`src/design/dlss_pkg.sv`:
```
package dlss_pkg;

  localparam int unsigned MCLK_HZ          = 20000000;
  localparam int unsigned MS_PER_TICK      = 1;
  localparam int unsigned TICK_CYCLES      = MCLK_HZ / 1000 * MS_PER_TICK;
  localparam int unsigned PULSE_MIN_MS     = 32;
  localparam int unsigned TICK_W           = 15;
  localparam int unsigned MS_W             = 6;

  localparam logic [9:0] SRC_LOGIC3        = 10'd224;
  localparam logic [9:0] SRC_LOGIC3_INV    = 10'd225;
  localparam logic [9:0] SRC_LOGIC4        = 10'd226;
  localparam logic [9:0] SRC_LOGIC4_INV    = 10'd227;
  localparam logic [9:0] SRC_BASE_LO       = 10'd70;
  localparam logic [9:0] SRC_BASE_HI       = 10'd76;
  localparam logic [9:0] SRC_INV_LO        = 10'd270;
  localparam logic [9:0] SRC_INV_HI        = 10'd276;
  localparam logic [9:0] SRC_POS_REACHED   = 10'd282;
  localparam logic [9:0] SRC_EXP_LO        = 10'd320;
  localparam logic [9:0] SRC_EXP_HI        = 10'd322;
  localparam logic [9:0] SRC_EXP_INV_LO    = 10'd520;
  localparam logic [9:0] SRC_EXP_INV_HI    = 10'd522;
  localparam logic [9:0] SRC_HW_LO         = 10'd525;
  localparam logic [9:0] SRC_HW_HI         = 10'd530;
  localparam logic [9:0] SRC_MFI           = 10'd531;
  localparam logic [9:0] SRC_EXPHW_LO      = 10'd532;
  localparam logic [9:0] SRC_EXPHW_HI      = 10'd534;
  localparam logic [9:0] SRC_HWINV_LO      = 10'd537;
  localparam logic [9:0] SRC_HWINV_HI      = 10'd545;
  localparam logic [9:0] SRC_PDO1_LO       = 10'd700;
  localparam logic [9:0] SRC_PDO1_HI       = 10'd703;
  localparam logic [9:0] SRC_PDO2_LO       = 10'd710;
  localparam logic [9:0] SRC_PDO2_HI       = 10'd713;
  localparam logic [9:0] SRC_PDO3_LO       = 10'd720;
  localparam logic [9:0] SRC_PDO3_HI       = 10'd723;
  localparam logic [9:0] SRC_EMERGENCY     = 10'd730;

  localparam logic [2:0] MFI_MODE_DIGITAL  = 3'd3;
  localparam logic [5:0] LOC_3WIRE         = 6'd5;
  localparam logic [5:0] LOC_3WIRE_KP      = 6'd46;

  // Raw external levels, unsynchronised.
  typedef struct packed {
    logic [5:0] board;
    logic       mfi;
    logic [2:0] expansion;
  } dlss_pins_t;

  // Internal boolean signals on the system clock.
  typedef struct packed {
    logic [6:0]  base;
    logic        logic3;
    logic        logic4;
    logic        posReached;
    logic [2:0]  expRemote;
    logic [2:0]  expRemoteSel;
    logic [3:0]  pdo1;
    logic [3:0]  pdo2;
    logic [3:0]  pdo3;
    logic        emergency;
    logic        sysbusFitted;
  } dlss_internal_t;

  // Source selection codes for each consumer function.
  typedef struct packed {
    logic [9:0] startCw;
    logic [9:0] startAcw;
    logic [9:0] threeWire;
    logic [9:0] errAck;
    logic [9:0] timer1;
    logic [9:0] timer2;
    logic [9:0] thermo;
  } dlss_sel_t;

endpackage

```
`src/design/dlss_source_mux.sv`:
```
`timescale 1ns/1ps
`default_nettype none

module dlss_source_mux (
  // Selection code
  input  wire logic [9:0]             code,
  // Candidate signals
  input  wire logic [5:0]             board,
  input  wire logic                   mfiDigital,
  input  wire logic [2:0]             expHw,
  input  wire logic [2:0]             expEff,
  input  wire dlss_pkg::dlss_internal_t intl,
  // Selected level
  output logic                        value
);

  logic [8:0] hwVec;
  int         idx;

  assign hwVec = {expHw[1:0], mfiDigital, board};

  always_comb begin
    value = 1'b0;
    idx = 0;
    if (code >= dlss_pkg::SRC_BASE_LO && code <= dlss_pkg::SRC_BASE_HI) begin
      idx = int'(code - dlss_pkg::SRC_BASE_LO);
      value = intl.base[idx];
    end else if (code >= dlss_pkg::SRC_INV_LO && code <= dlss_pkg::SRC_INV_HI) begin
      idx = int'(code - dlss_pkg::SRC_INV_LO);
      value = ~intl.base[idx];
    end else if (code == dlss_pkg::SRC_LOGIC3) begin
      value = intl.logic3;
    end else if (code == dlss_pkg::SRC_LOGIC3_INV) begin
      value = ~intl.logic3;
    end else if (code == dlss_pkg::SRC_LOGIC4) begin
      value = intl.logic4;
    end else if (code == dlss_pkg::SRC_LOGIC4_INV) begin
      value = ~intl.logic4;
    end else if (code == dlss_pkg::SRC_POS_REACHED) begin
      value = intl.posReached;
    end else if (code >= dlss_pkg::SRC_EXP_LO && code <= dlss_pkg::SRC_EXP_HI) begin
      idx = int'(code - dlss_pkg::SRC_EXP_LO);
      value = expEff[idx];
    end else if (code >= dlss_pkg::SRC_EXP_INV_LO && code <= dlss_pkg::SRC_EXP_INV_HI) begin
      idx = int'(code - dlss_pkg::SRC_EXP_INV_LO);
      value = ~expEff[idx];
    end else if (code >= dlss_pkg::SRC_HW_LO && code <= dlss_pkg::SRC_EXPHW_HI) begin
      idx = int'(code - dlss_pkg::SRC_HW_LO);
      if (idx < 9) begin
        value = hwVec[idx];
      end else begin
        value = expHw[2];
      end
    end else if (code >= dlss_pkg::SRC_HWINV_LO && code <= dlss_pkg::SRC_HWINV_HI) begin
      idx = int'(code - dlss_pkg::SRC_HWINV_LO);
      value = ~hwVec[idx];
    end else if (code >= dlss_pkg::SRC_PDO1_LO && code <= dlss_pkg::SRC_PDO1_HI) begin
      idx = int'(code - dlss_pkg::SRC_PDO1_LO);
      value = intl.sysbusFitted & intl.pdo1[idx];
    end else if (code >= dlss_pkg::SRC_PDO2_LO && code <= dlss_pkg::SRC_PDO2_HI) begin
      idx = int'(code - dlss_pkg::SRC_PDO2_LO);
      value = intl.sysbusFitted & intl.pdo2[idx];
    end else if (code >= dlss_pkg::SRC_PDO3_LO && code <= dlss_pkg::SRC_PDO3_HI) begin
      idx = int'(code - dlss_pkg::SRC_PDO3_LO);
      value = intl.sysbusFitted & intl.pdo3[idx];
    end else if (code == dlss_pkg::SRC_EMERGENCY) begin
      value = intl.sysbusFitted & intl.emergency;
    end
  end

endmodule

`default_nettype wire

```
`src/design/dlss_top.sv`:
```
// Summary of operation
// Code 224 gives logic module three output, 225 its complement.
// Code 226 gives logic module four output, 227 its complement.
// Codes 270..276 give inverted codes 70..76.
// Code 282 is high while positioning reports reference orientation reached.
// Codes 320..322 give expansion inputs or remote values; 520..522 complements.
// Codes 525..530 give the six board inputs, independent of control location.
// Code 531 gives the multifunction input only when its mode is digital.
// Codes 532..534 give raw expansion input levels without remote override.
// Codes 537..545 give inverted codes 525..533.
// Codes 700..703 give first received object booleans when system bus fitted.
// Codes 710..713 and 720..723 give second and third object booleans.
// Code 730 gives the system-bus emergency indication.
// Clockwise and anticlockwise start each take a selectable source; no start, no run.
// Three-wire start needs enable on and a rising edge on a start source.
// Enable on latches the start; enable off clears it and stops the drive.
// Once latched, further start edges are ignored until release.
// A start pulse shorter than 32 ms stops the drive.
// Both start sources active within 32 ms of each other stops the drive.
// Three-wire works only with control location 5 or 46.
// Fault is cleared by the programming command or the acknowledge source.
// Each timer takes its trigger from a selectable source and its own mode.
// Thermo contact takes a selectable source and passes its level on.
// External sources are synchronised; pulse timing uses a millisecond tick.
`timescale 1ns/1ps
`default_nettype none

module dlss_top (
  // Clock and reset
  input  wire logic                     mclk,
  input  wire logic                     nrst,
  // External pins
  input  wire dlss_pkg::dlss_pins_t     pins,
  // Internal signals and configuration
  input  wire dlss_pkg::dlss_internal_t intl,
  input  wire dlss_pkg::dlss_sel_t      sel,
  input  wire logic [2:0]               mfiMode,
  input  wire logic [5:0]               localRemote,
  input  wire logic                     progAck,
  input  wire logic                     faultEvent,
  input  wire logic [3:0]               timer1Mode,
  input  wire logic [3:0]               timer2Mode,
  // Drive command
  output logic                          runCw,
  output logic                          runAcw,
  output logic                          stopReq,
  // Fault and function inputs
  output logic                          faultActive,
  output logic                          errAckPulse,
  output logic                          timer1Trig,
  output logic                          timer2Trig,
  output logic [3:0]                    timer1ModeOut,
  output logic [3:0]                    timer2ModeOut,
  output logic                          thermoLevel
);

  localparam int NSRC = 7;

  logic [9:0]  sync1_q;
  logic [9:0]  sync2_q;
  logic [5:0]  board;
  logic        mfiDigital;
  logic [2:0]  expHw;
  logic [2:0]  expEff;
  logic [9:0]  codes [NSRC];
  logic [NSRC-1:0] srcVal;
  logic [NSRC-1:0] src_q;
  logic        cwNow;
  logic        acwNow;
  logic        enNow;
  logic        cwRise;
  logic        acwRise;
  logic        threeWireMode;
  logic        enEff;
  logic [dlss_pkg::TICK_W-1:0] tick_q;
  logic        msTick;
  logic        latched_q;
  logic        dirCw_q;
  logic        checking_q;
  logic [dlss_pkg::MS_W-1:0] ms_q;
  logic        run_d;
  // Three-wire control and edge qualifiers.
  logic [2:0]  arm_q;
  logic        edgeArm;
  logic        bothRise;
  logic        startNow;
  logic        pulseBad;
  logic        abortNow;
  logic        stopNow;
  logic        windowEnd;
  logic        ackRise;

  // Two-stage synchronisers on every pin.
  always_ff @(posedge mclk or negedge nrst) begin
    if (!nrst) begin
      sync1_q <= 10'h000;
      sync2_q <= 10'h000;
    end else begin
      sync1_q <= pins;
      sync2_q <= sync1_q;
    end
  end

  assign board = sync2_q[9:4];
  assign mfiDigital = sync2_q[3] & (mfiMode == dlss_pkg::MFI_MODE_DIGITAL);
  assign expHw = sync2_q[2:0];

  // Remote override applies only to the non-hardware expansion codes.
  always_comb begin
    for (int i = 0; i < 3; i++) begin
      expEff[i] = intl.expRemoteSel[i] ? intl.expRemote[i] : expHw[i];
    end
  end

  assign codes[0] = sel.startCw;
  assign codes[1] = sel.startAcw;
  assign codes[2] = sel.threeWire;
  assign codes[3] = sel.errAck;
  assign codes[4] = sel.timer1;
  assign codes[5] = sel.timer2;
  assign codes[6] = sel.thermo;

  for (genvar g = 0; g < NSRC; g++) begin : gMux
    dlss_source_mux uMux (
      .code       (codes[g]),
      .board      (board),
      .mfiDigital (mfiDigital),
      .expHw      (expHw),
      .expEff     (expEff),
      .intl       (intl),
      .value      (srcVal[g])
    );
  end

  // Edges count only once the synchronisers and the previous-level register hold
  // real levels, so a source that rests high through reset gives no false edge.
  always_ff @(posedge mclk or negedge nrst) begin
    if (!nrst) begin
      arm_q <= 3'h0;
    end else begin
      arm_q <= {arm_q[1:0], 1'b1};
    end
  end

  assign edgeArm = arm_q[2];

  // Previous selected levels for edge detection.
  always_ff @(posedge mclk or negedge nrst) begin
    if (!nrst) begin
      src_q <= '0;
    end else begin
      src_q <= srcVal;
    end
  end

  assign cwNow = srcVal[0];
  assign acwNow = srcVal[1];
  assign enNow = srcVal[2];
  assign cwRise = cwNow & ~src_q[0] & edgeArm;
  assign acwRise = acwNow & ~src_q[1] & edgeArm;
  assign ackRise = srcVal[3] & ~src_q[3] & edgeArm;
  assign threeWireMode = (localRemote == dlss_pkg::LOC_3WIRE) ||
                         (localRemote == dlss_pkg::LOC_3WIRE_KP);
  assign enEff = threeWireMode & enNow;

  // Millisecond tick; it restarts with each latched start so the window is never short.
  always_ff @(posedge mclk or negedge nrst) begin
    if (!nrst) begin
      tick_q <= '0;
    end else if (startNow || msTick) begin
      tick_q <= '0;
    end else begin
      tick_q <= tick_q + 1'b1;
    end
  end

  assign msTick = (tick_q == dlss_pkg::TICK_W'(dlss_pkg::TICK_CYCLES - 1));

  // Three-wire start latch with plausibility window.
  assign bothRise = cwRise & acwRise;
  assign startNow = enEff & ~latched_q & (cwRise | acwRise) & ~bothRise;
  // During the window the held start must stay high and the other start low.
  assign pulseBad = dirCw_q ? (~cwNow | acwNow) : (~acwNow | cwNow);
  assign abortNow = latched_q & (~enEff | (checking_q & pulseBad));
  assign stopNow = abortNow | (enEff & ~latched_q & bothRise);
  assign windowEnd = msTick & (ms_q == dlss_pkg::MS_W'(dlss_pkg::PULSE_MIN_MS - 1));

  always_ff @(posedge mclk or negedge nrst) begin
    if (!nrst) begin
      latched_q <= 1'b0;
    end else if (startNow) begin
      latched_q <= 1'b1;
    end else if (abortNow) begin
      latched_q <= 1'b0;
    end
  end

  always_ff @(posedge mclk or negedge nrst) begin
    if (!nrst) begin
      dirCw_q <= 1'b0;
    end else if (startNow) begin
      dirCw_q <= cwRise;
    end
  end

  always_ff @(posedge mclk or negedge nrst) begin
    if (!nrst) begin
      checking_q <= 1'b0;
    end else if (startNow) begin
      checking_q <= 1'b1;
    end else if (abortNow || windowEnd) begin
      checking_q <= 1'b0;
    end
  end

  always_ff @(posedge mclk or negedge nrst) begin
    if (!nrst) begin
      ms_q <= '0;
    end else if (startNow) begin
      ms_q <= '0;
    end else if (checking_q && msTick && !windowEnd) begin
      ms_q <= ms_q + 1'b1;
    end
  end

  always_ff @(posedge mclk or negedge nrst) begin
    if (!nrst) begin
      stopReq <= 1'b0;
    end else begin
      stopReq <= stopNow;
    end
  end

  // Drive command: three-wire latch or plain level start.
  always_comb begin
    if (threeWireMode) begin
      run_d = latched_q;
    end else begin
      run_d = cwNow ^ acwNow;
    end
  end

  always_ff @(posedge mclk or negedge nrst) begin
    if (!nrst) begin
      runCw <= 1'b0;
      runAcw <= 1'b0;
    end else begin
      runCw <= run_d & (threeWireMode ? dirCw_q : cwNow);
      runAcw <= run_d & (threeWireMode ? ~dirCw_q : acwNow);
    end
  end

  // Fault latch: the fault event wins over an acknowledge in the same cycle.
  always_ff @(posedge mclk or negedge nrst) begin
    if (!nrst) begin
      faultActive <= 1'b0;
    end else if (faultEvent) begin
      faultActive <= 1'b1;
    end else if (progAck || ackRise) begin
      faultActive <= 1'b0;
    end
  end

  always_ff @(posedge mclk or negedge nrst) begin
    if (!nrst) begin
      errAckPulse <= 1'b0;
    end else begin
      errAckPulse <= progAck | ackRise;
    end
  end

  // Trigger and mode for the first downstream timer.
  always_ff @(posedge mclk or negedge nrst) begin
    if (!nrst) begin
      timer1Trig <= 1'b0;
      timer1ModeOut <= 4'h0;
    end else begin
      timer1Trig <= srcVal[4];
      timer1ModeOut <= timer1Mode;
    end
  end

  always_ff @(posedge mclk or negedge nrst) begin
    if (!nrst) begin
      timer2Trig <= 1'b0;
      timer2ModeOut <= 4'h0;
    end else begin
      timer2Trig <= srcVal[5];
      timer2ModeOut <= timer2Mode;
    end
  end

  // Thermo-contact level for the motor-temperature reaction.
  always_ff @(posedge mclk or negedge nrst) begin
    if (!nrst) begin
      thermoLevel <= 1'b0;
    end else begin
      thermoLevel <= srcVal[6];
    end
  end

endmodule

`default_nettype wire

```
`config.mk`:
```
export PLATFORM = sky130hd
export DESIGN_NAME = dlss_top
export DESIGN_NICKNAME = d
export VERILOG_FILES = /design/src/design/dlss_pkg.sv /design/src/design/dlss_source_mux.sv /design/src/design/dlss_top.sv
export SDC_FILE = /design/constraint.sdc
export NUM_CORES = 1
export LEC_CHECK = 0
export ABC_CLOCK_PERIOD_IN_PS = 5550
export BUFFER_PORTS_ARGS = -buffer_cell sky130_fd_sc_hd__clkbuf_2
export CAP_MARGIN = 5
export CORE_AREA = 2 2 106 184
export CTS_CLUSTER_SIZE = 12
export DETAILED_ROUTE_END_ITERATION = 8
export DIE_AREA = 0 0 108 186
export GPL_TIMING_DRIVEN = 0
export MAX_ROUTING_LAYER = met4
export PLACE_DENSITY = 0.71
export REMOVE_ABC_BUFFERS = 1
export SLEW_MARGIN = 5
export SYNTH_ARGS = -nofsm -noshare
export SYNTH_HDL_FRONTEND = slang
export SYNTH_SLANG_ARGS = --single-unit
```
`constraint.sdc`:
```
create_clock -name mclk -period 5.55 [get_ports mclk]
set_input_delay 0.8325 -clock mclk [delete_from_list [all_inputs] [get_ports mclk]]
set_output_delay 0.8325 -clock mclk [all_outputs]
set_load 0.1 [all_outputs]
```
==> key figures <==
Timing
  – Achievable Freq: approximately 220 MHz
  – Max-slew violation total from the final report: 0
  – Clock Skews: approximately 0.021 ns
  – Setup Viol. Count Final: 0
  – Setup TNS: 0 ns
  – Fin crit period: 4.63 ns
  – Fin crit share: 83.3%
  – Max_slew headroom: roughly a fifth
  – Worst Tran Pin Value: 1.21 ns
  – RSZ-0062 raised after global routing: false
  – Setup WS post-layout: roughly 0.92 ns
  – Final count of hold timing violations: 0

Floorplanning
  – FP Rows: 66
  – Initial core utilization: about half
  – Die extent in y: 186 µm
  – Die ar.: 0.0201 mm²
  – Core region area: 0.0186 mm²
  – Die Width: ~110 µm
  – IO Pins: between 100 and 150

Worst setup path
  – Required time worst endpoint: roughly 5.7 ns
  – Critical path endpoint category: register
  – Worst path bufs/invs: 2
  – Crit path kind: input pin to register
  – Cell family with most CP delay: XOR/XNOR gates
  – Arrival time at the worst endpoint: around 4.8 ns
  – Crit Path Max Fanout: 23
  – CP peak stage delay: 0.94 ns
  – Worst path cell trace: clkbuf_2 > inv_1 > ha_1 > nand3b_1 > xor2_1 > nor4_1 > a31oi_1 > mux2_1 > o21ai_2 > and2b_1 > xor2_2 > a211oi_1
  – CP Launch Type: input pin
  – Slowest-stage cell, CP: xor2_2

Route
  – Vias/cell: around 6.6
  – TritonRoute pass-1 iters: 5
  – Vias: approximately 9500
  – WL/cell: about 22 µm
  – DRT antenna net count: 0
  – DRC Markers: 0
  – Final wirelength: roughly 31000 µm
  – DR iter-0 viols: around 990

Clock tree
  – Clock slew at reported path FFs: about 0.060 ns
  – H-tree depth: 3
  – TritonCTS sink count: 66
  – Total CTS buffers: 9
  – Root Driver: clkbuf_16
  – Post-CTS setup buffers: 0
  – Clk_lat worst skew: approximately 0.35 ns
  – Cts hold-fix bufs: 0
  – Deepest clock path buffer count: 2
  – CTS tree: done
  – Post-CTS sizing: 0

Worst hold path
  – Hold Crit Class: register to register

Synthesis
  – Synth warn: 0
  – Sequential share of the synthesized area: between 10% and 20%
  – Synth async-reset ratio: between 90% and 100%
  – Synthesized area per cell: approximately 8.4 µm²
  – Post-Syn Instances: ~1100
  – Synth Cell Area: 0.00915 mm²
  – Post-synth cell types: between 90 and 100
  – Top_reg_cell synth: dfrtp_1
  – Post-synth EDFFs: 0
  – Seq cells post-synth: 66

Place
  – Port bufs: between 100 and 150
  – GP Congestion: slightly below 1
  – Setup WS pre-CTS: 0.524 ns
  – HPWL after detailed placement: between 20000 and 25000 µm

Global routing
  – GRT Total Usage: 32.3%
  – Total grt overflow: 0
  – Largest net degree at the start of global routing: 56
  – Initial antenna violation count: 0
  – Vias in the first global route: just over 9000
  – First-pass GRT wire length: 48900 µm

Pwr
  – Peak supply drop: 0.000261 V
  – Static leakage: 0.00431 µW
  – Pwr dens: 186 mW/mm²

Run
  – Max cap viols: 0

Final layout
  – Nets: between 1000 and 1500
  – Diode count: 0
  – Syn-to-layout area delta: 12.6%
  – Share of layout cells above drive strength 1: about a fifth

Outcome
  – Status: complete, no violations
## cell usage after synthesis, drive strengths merged (13+ instances only)
library cell / count / area [µm²]
a211oi: 29 / 248
a21oi: 86 / 445
buf: 25 / 145
clkbuf: 33 / 124
dfrtp: 66 / 1650
ha: 76 / 951
inv: 43 / 161
mux2: 13 / 146
mux2i: 32 / 320
mux4: 40 / 901
nand2: 80 / 300
nand2b: 22 / 138
nand3: 47 / 235
nand4: 27 / 169
nor2: 67 / 254
nor2b: 38 / 238
nor3: 24 / 120
nor4: 16 / 100
nor4b: 21 / 205
o211ai: 14 / 110
o21ai: 50 / 254
xnor2: 18 / 165
xor2: 25 / 226
## worst paths after layout
check,from,to,slack [ns],cells after the start
setup reg to reg,sync2_q[2],tick_q[14],1.49,9
hold reg to reg,arm_q[1],arm_q[2],0.35,0
setup / recovery,sel[51],tick_q[14],0.92,12
max in group asynchronous,nrst,timer1ModeOut[2],4.63,2
min in group asynchronous,nrst,dirCw_q,0.36,1
hold / removal,arm_q[1],arm_q[2],0.35,0
## logic make-up (layout without fill, tap and decap cells)
logic type	Yosys count	in the layout	synth area share (%)
simple gates	420	420	25.7
compound gates	295	295	21.8
buf+inv	102	208	4.75
mux	85	85	15.0
fa+ha+maj	76	76	10.4
flops	66	66	18.1
xor+xnor	43	43	4.28
other cells	1	1	0.0410
## flip-flops by register name, summed over array words and instances, names as in the netlist, 3 cells and up
register	count
src_q	3
arm_q	3
timer2ModeOut	4
tick_q	15
sync2_q	10
timer1ModeOut	4
ms_q	6
sync1_q	10
## per-layer routing
metal | GRT usage [%] | part of all wire (%)
met5 | - | 0
met1 | 34.0 | 35
met3 | 3.85 | 6.8
met4 | 20.4 | 6.9
met2 | 56.5 | 51
## final cells by class
class	instances	area, µm²
flip-flops and latches	66	1650
clock inverters	7	125
inverters	44	165
fillers	1802	8280
multi-input cells	920	7060
well taps	238	298
clock buffers	9	225
repair buffers	148	772
## where the power goes
part,internal [µW],total (µW),switching [µW],leakage (µW)
clock,444,696,251,0.000171
sequential,518,560,42.3,0.000797
combinational,250,662,412,0.00334
total,1210,1920,706,0.00431
## stage by stage
stage,cell area (µm²),hold slack [ns],total power (µW),cells,utilization [%]
finish,10300,0.347,1920,1432,55.4
detailed placement,9940,0.336,1210,1415,53.5
CTS,10300,0.350,1920,1431,55.4
floorplan,8880,0.331,951,1030,-
global route,10300,0.356,2000,1432,55.4
global placement,9910,0.332,1200,1414,53.3
## cells in the final DEF, fill, tap and decap left out, types with 24 or more instances in the layout
cell,netlist,layout
ha_1,76,76
nor2b_1,38,38
mux2i_1,32,32
nor3_1,24,24
dfrtp_1,66,66
nand4_1,27,27
clkbuf_2,0,145
nand2_1,80,80
inv_1,42,42
nand3_1,47,47
mux4_2,40,40
nor2_1,66,66
o21ai_0,46,46
a21oi_1,84,84
xor2_1,24,24
(Power assumes the default switching activity.)
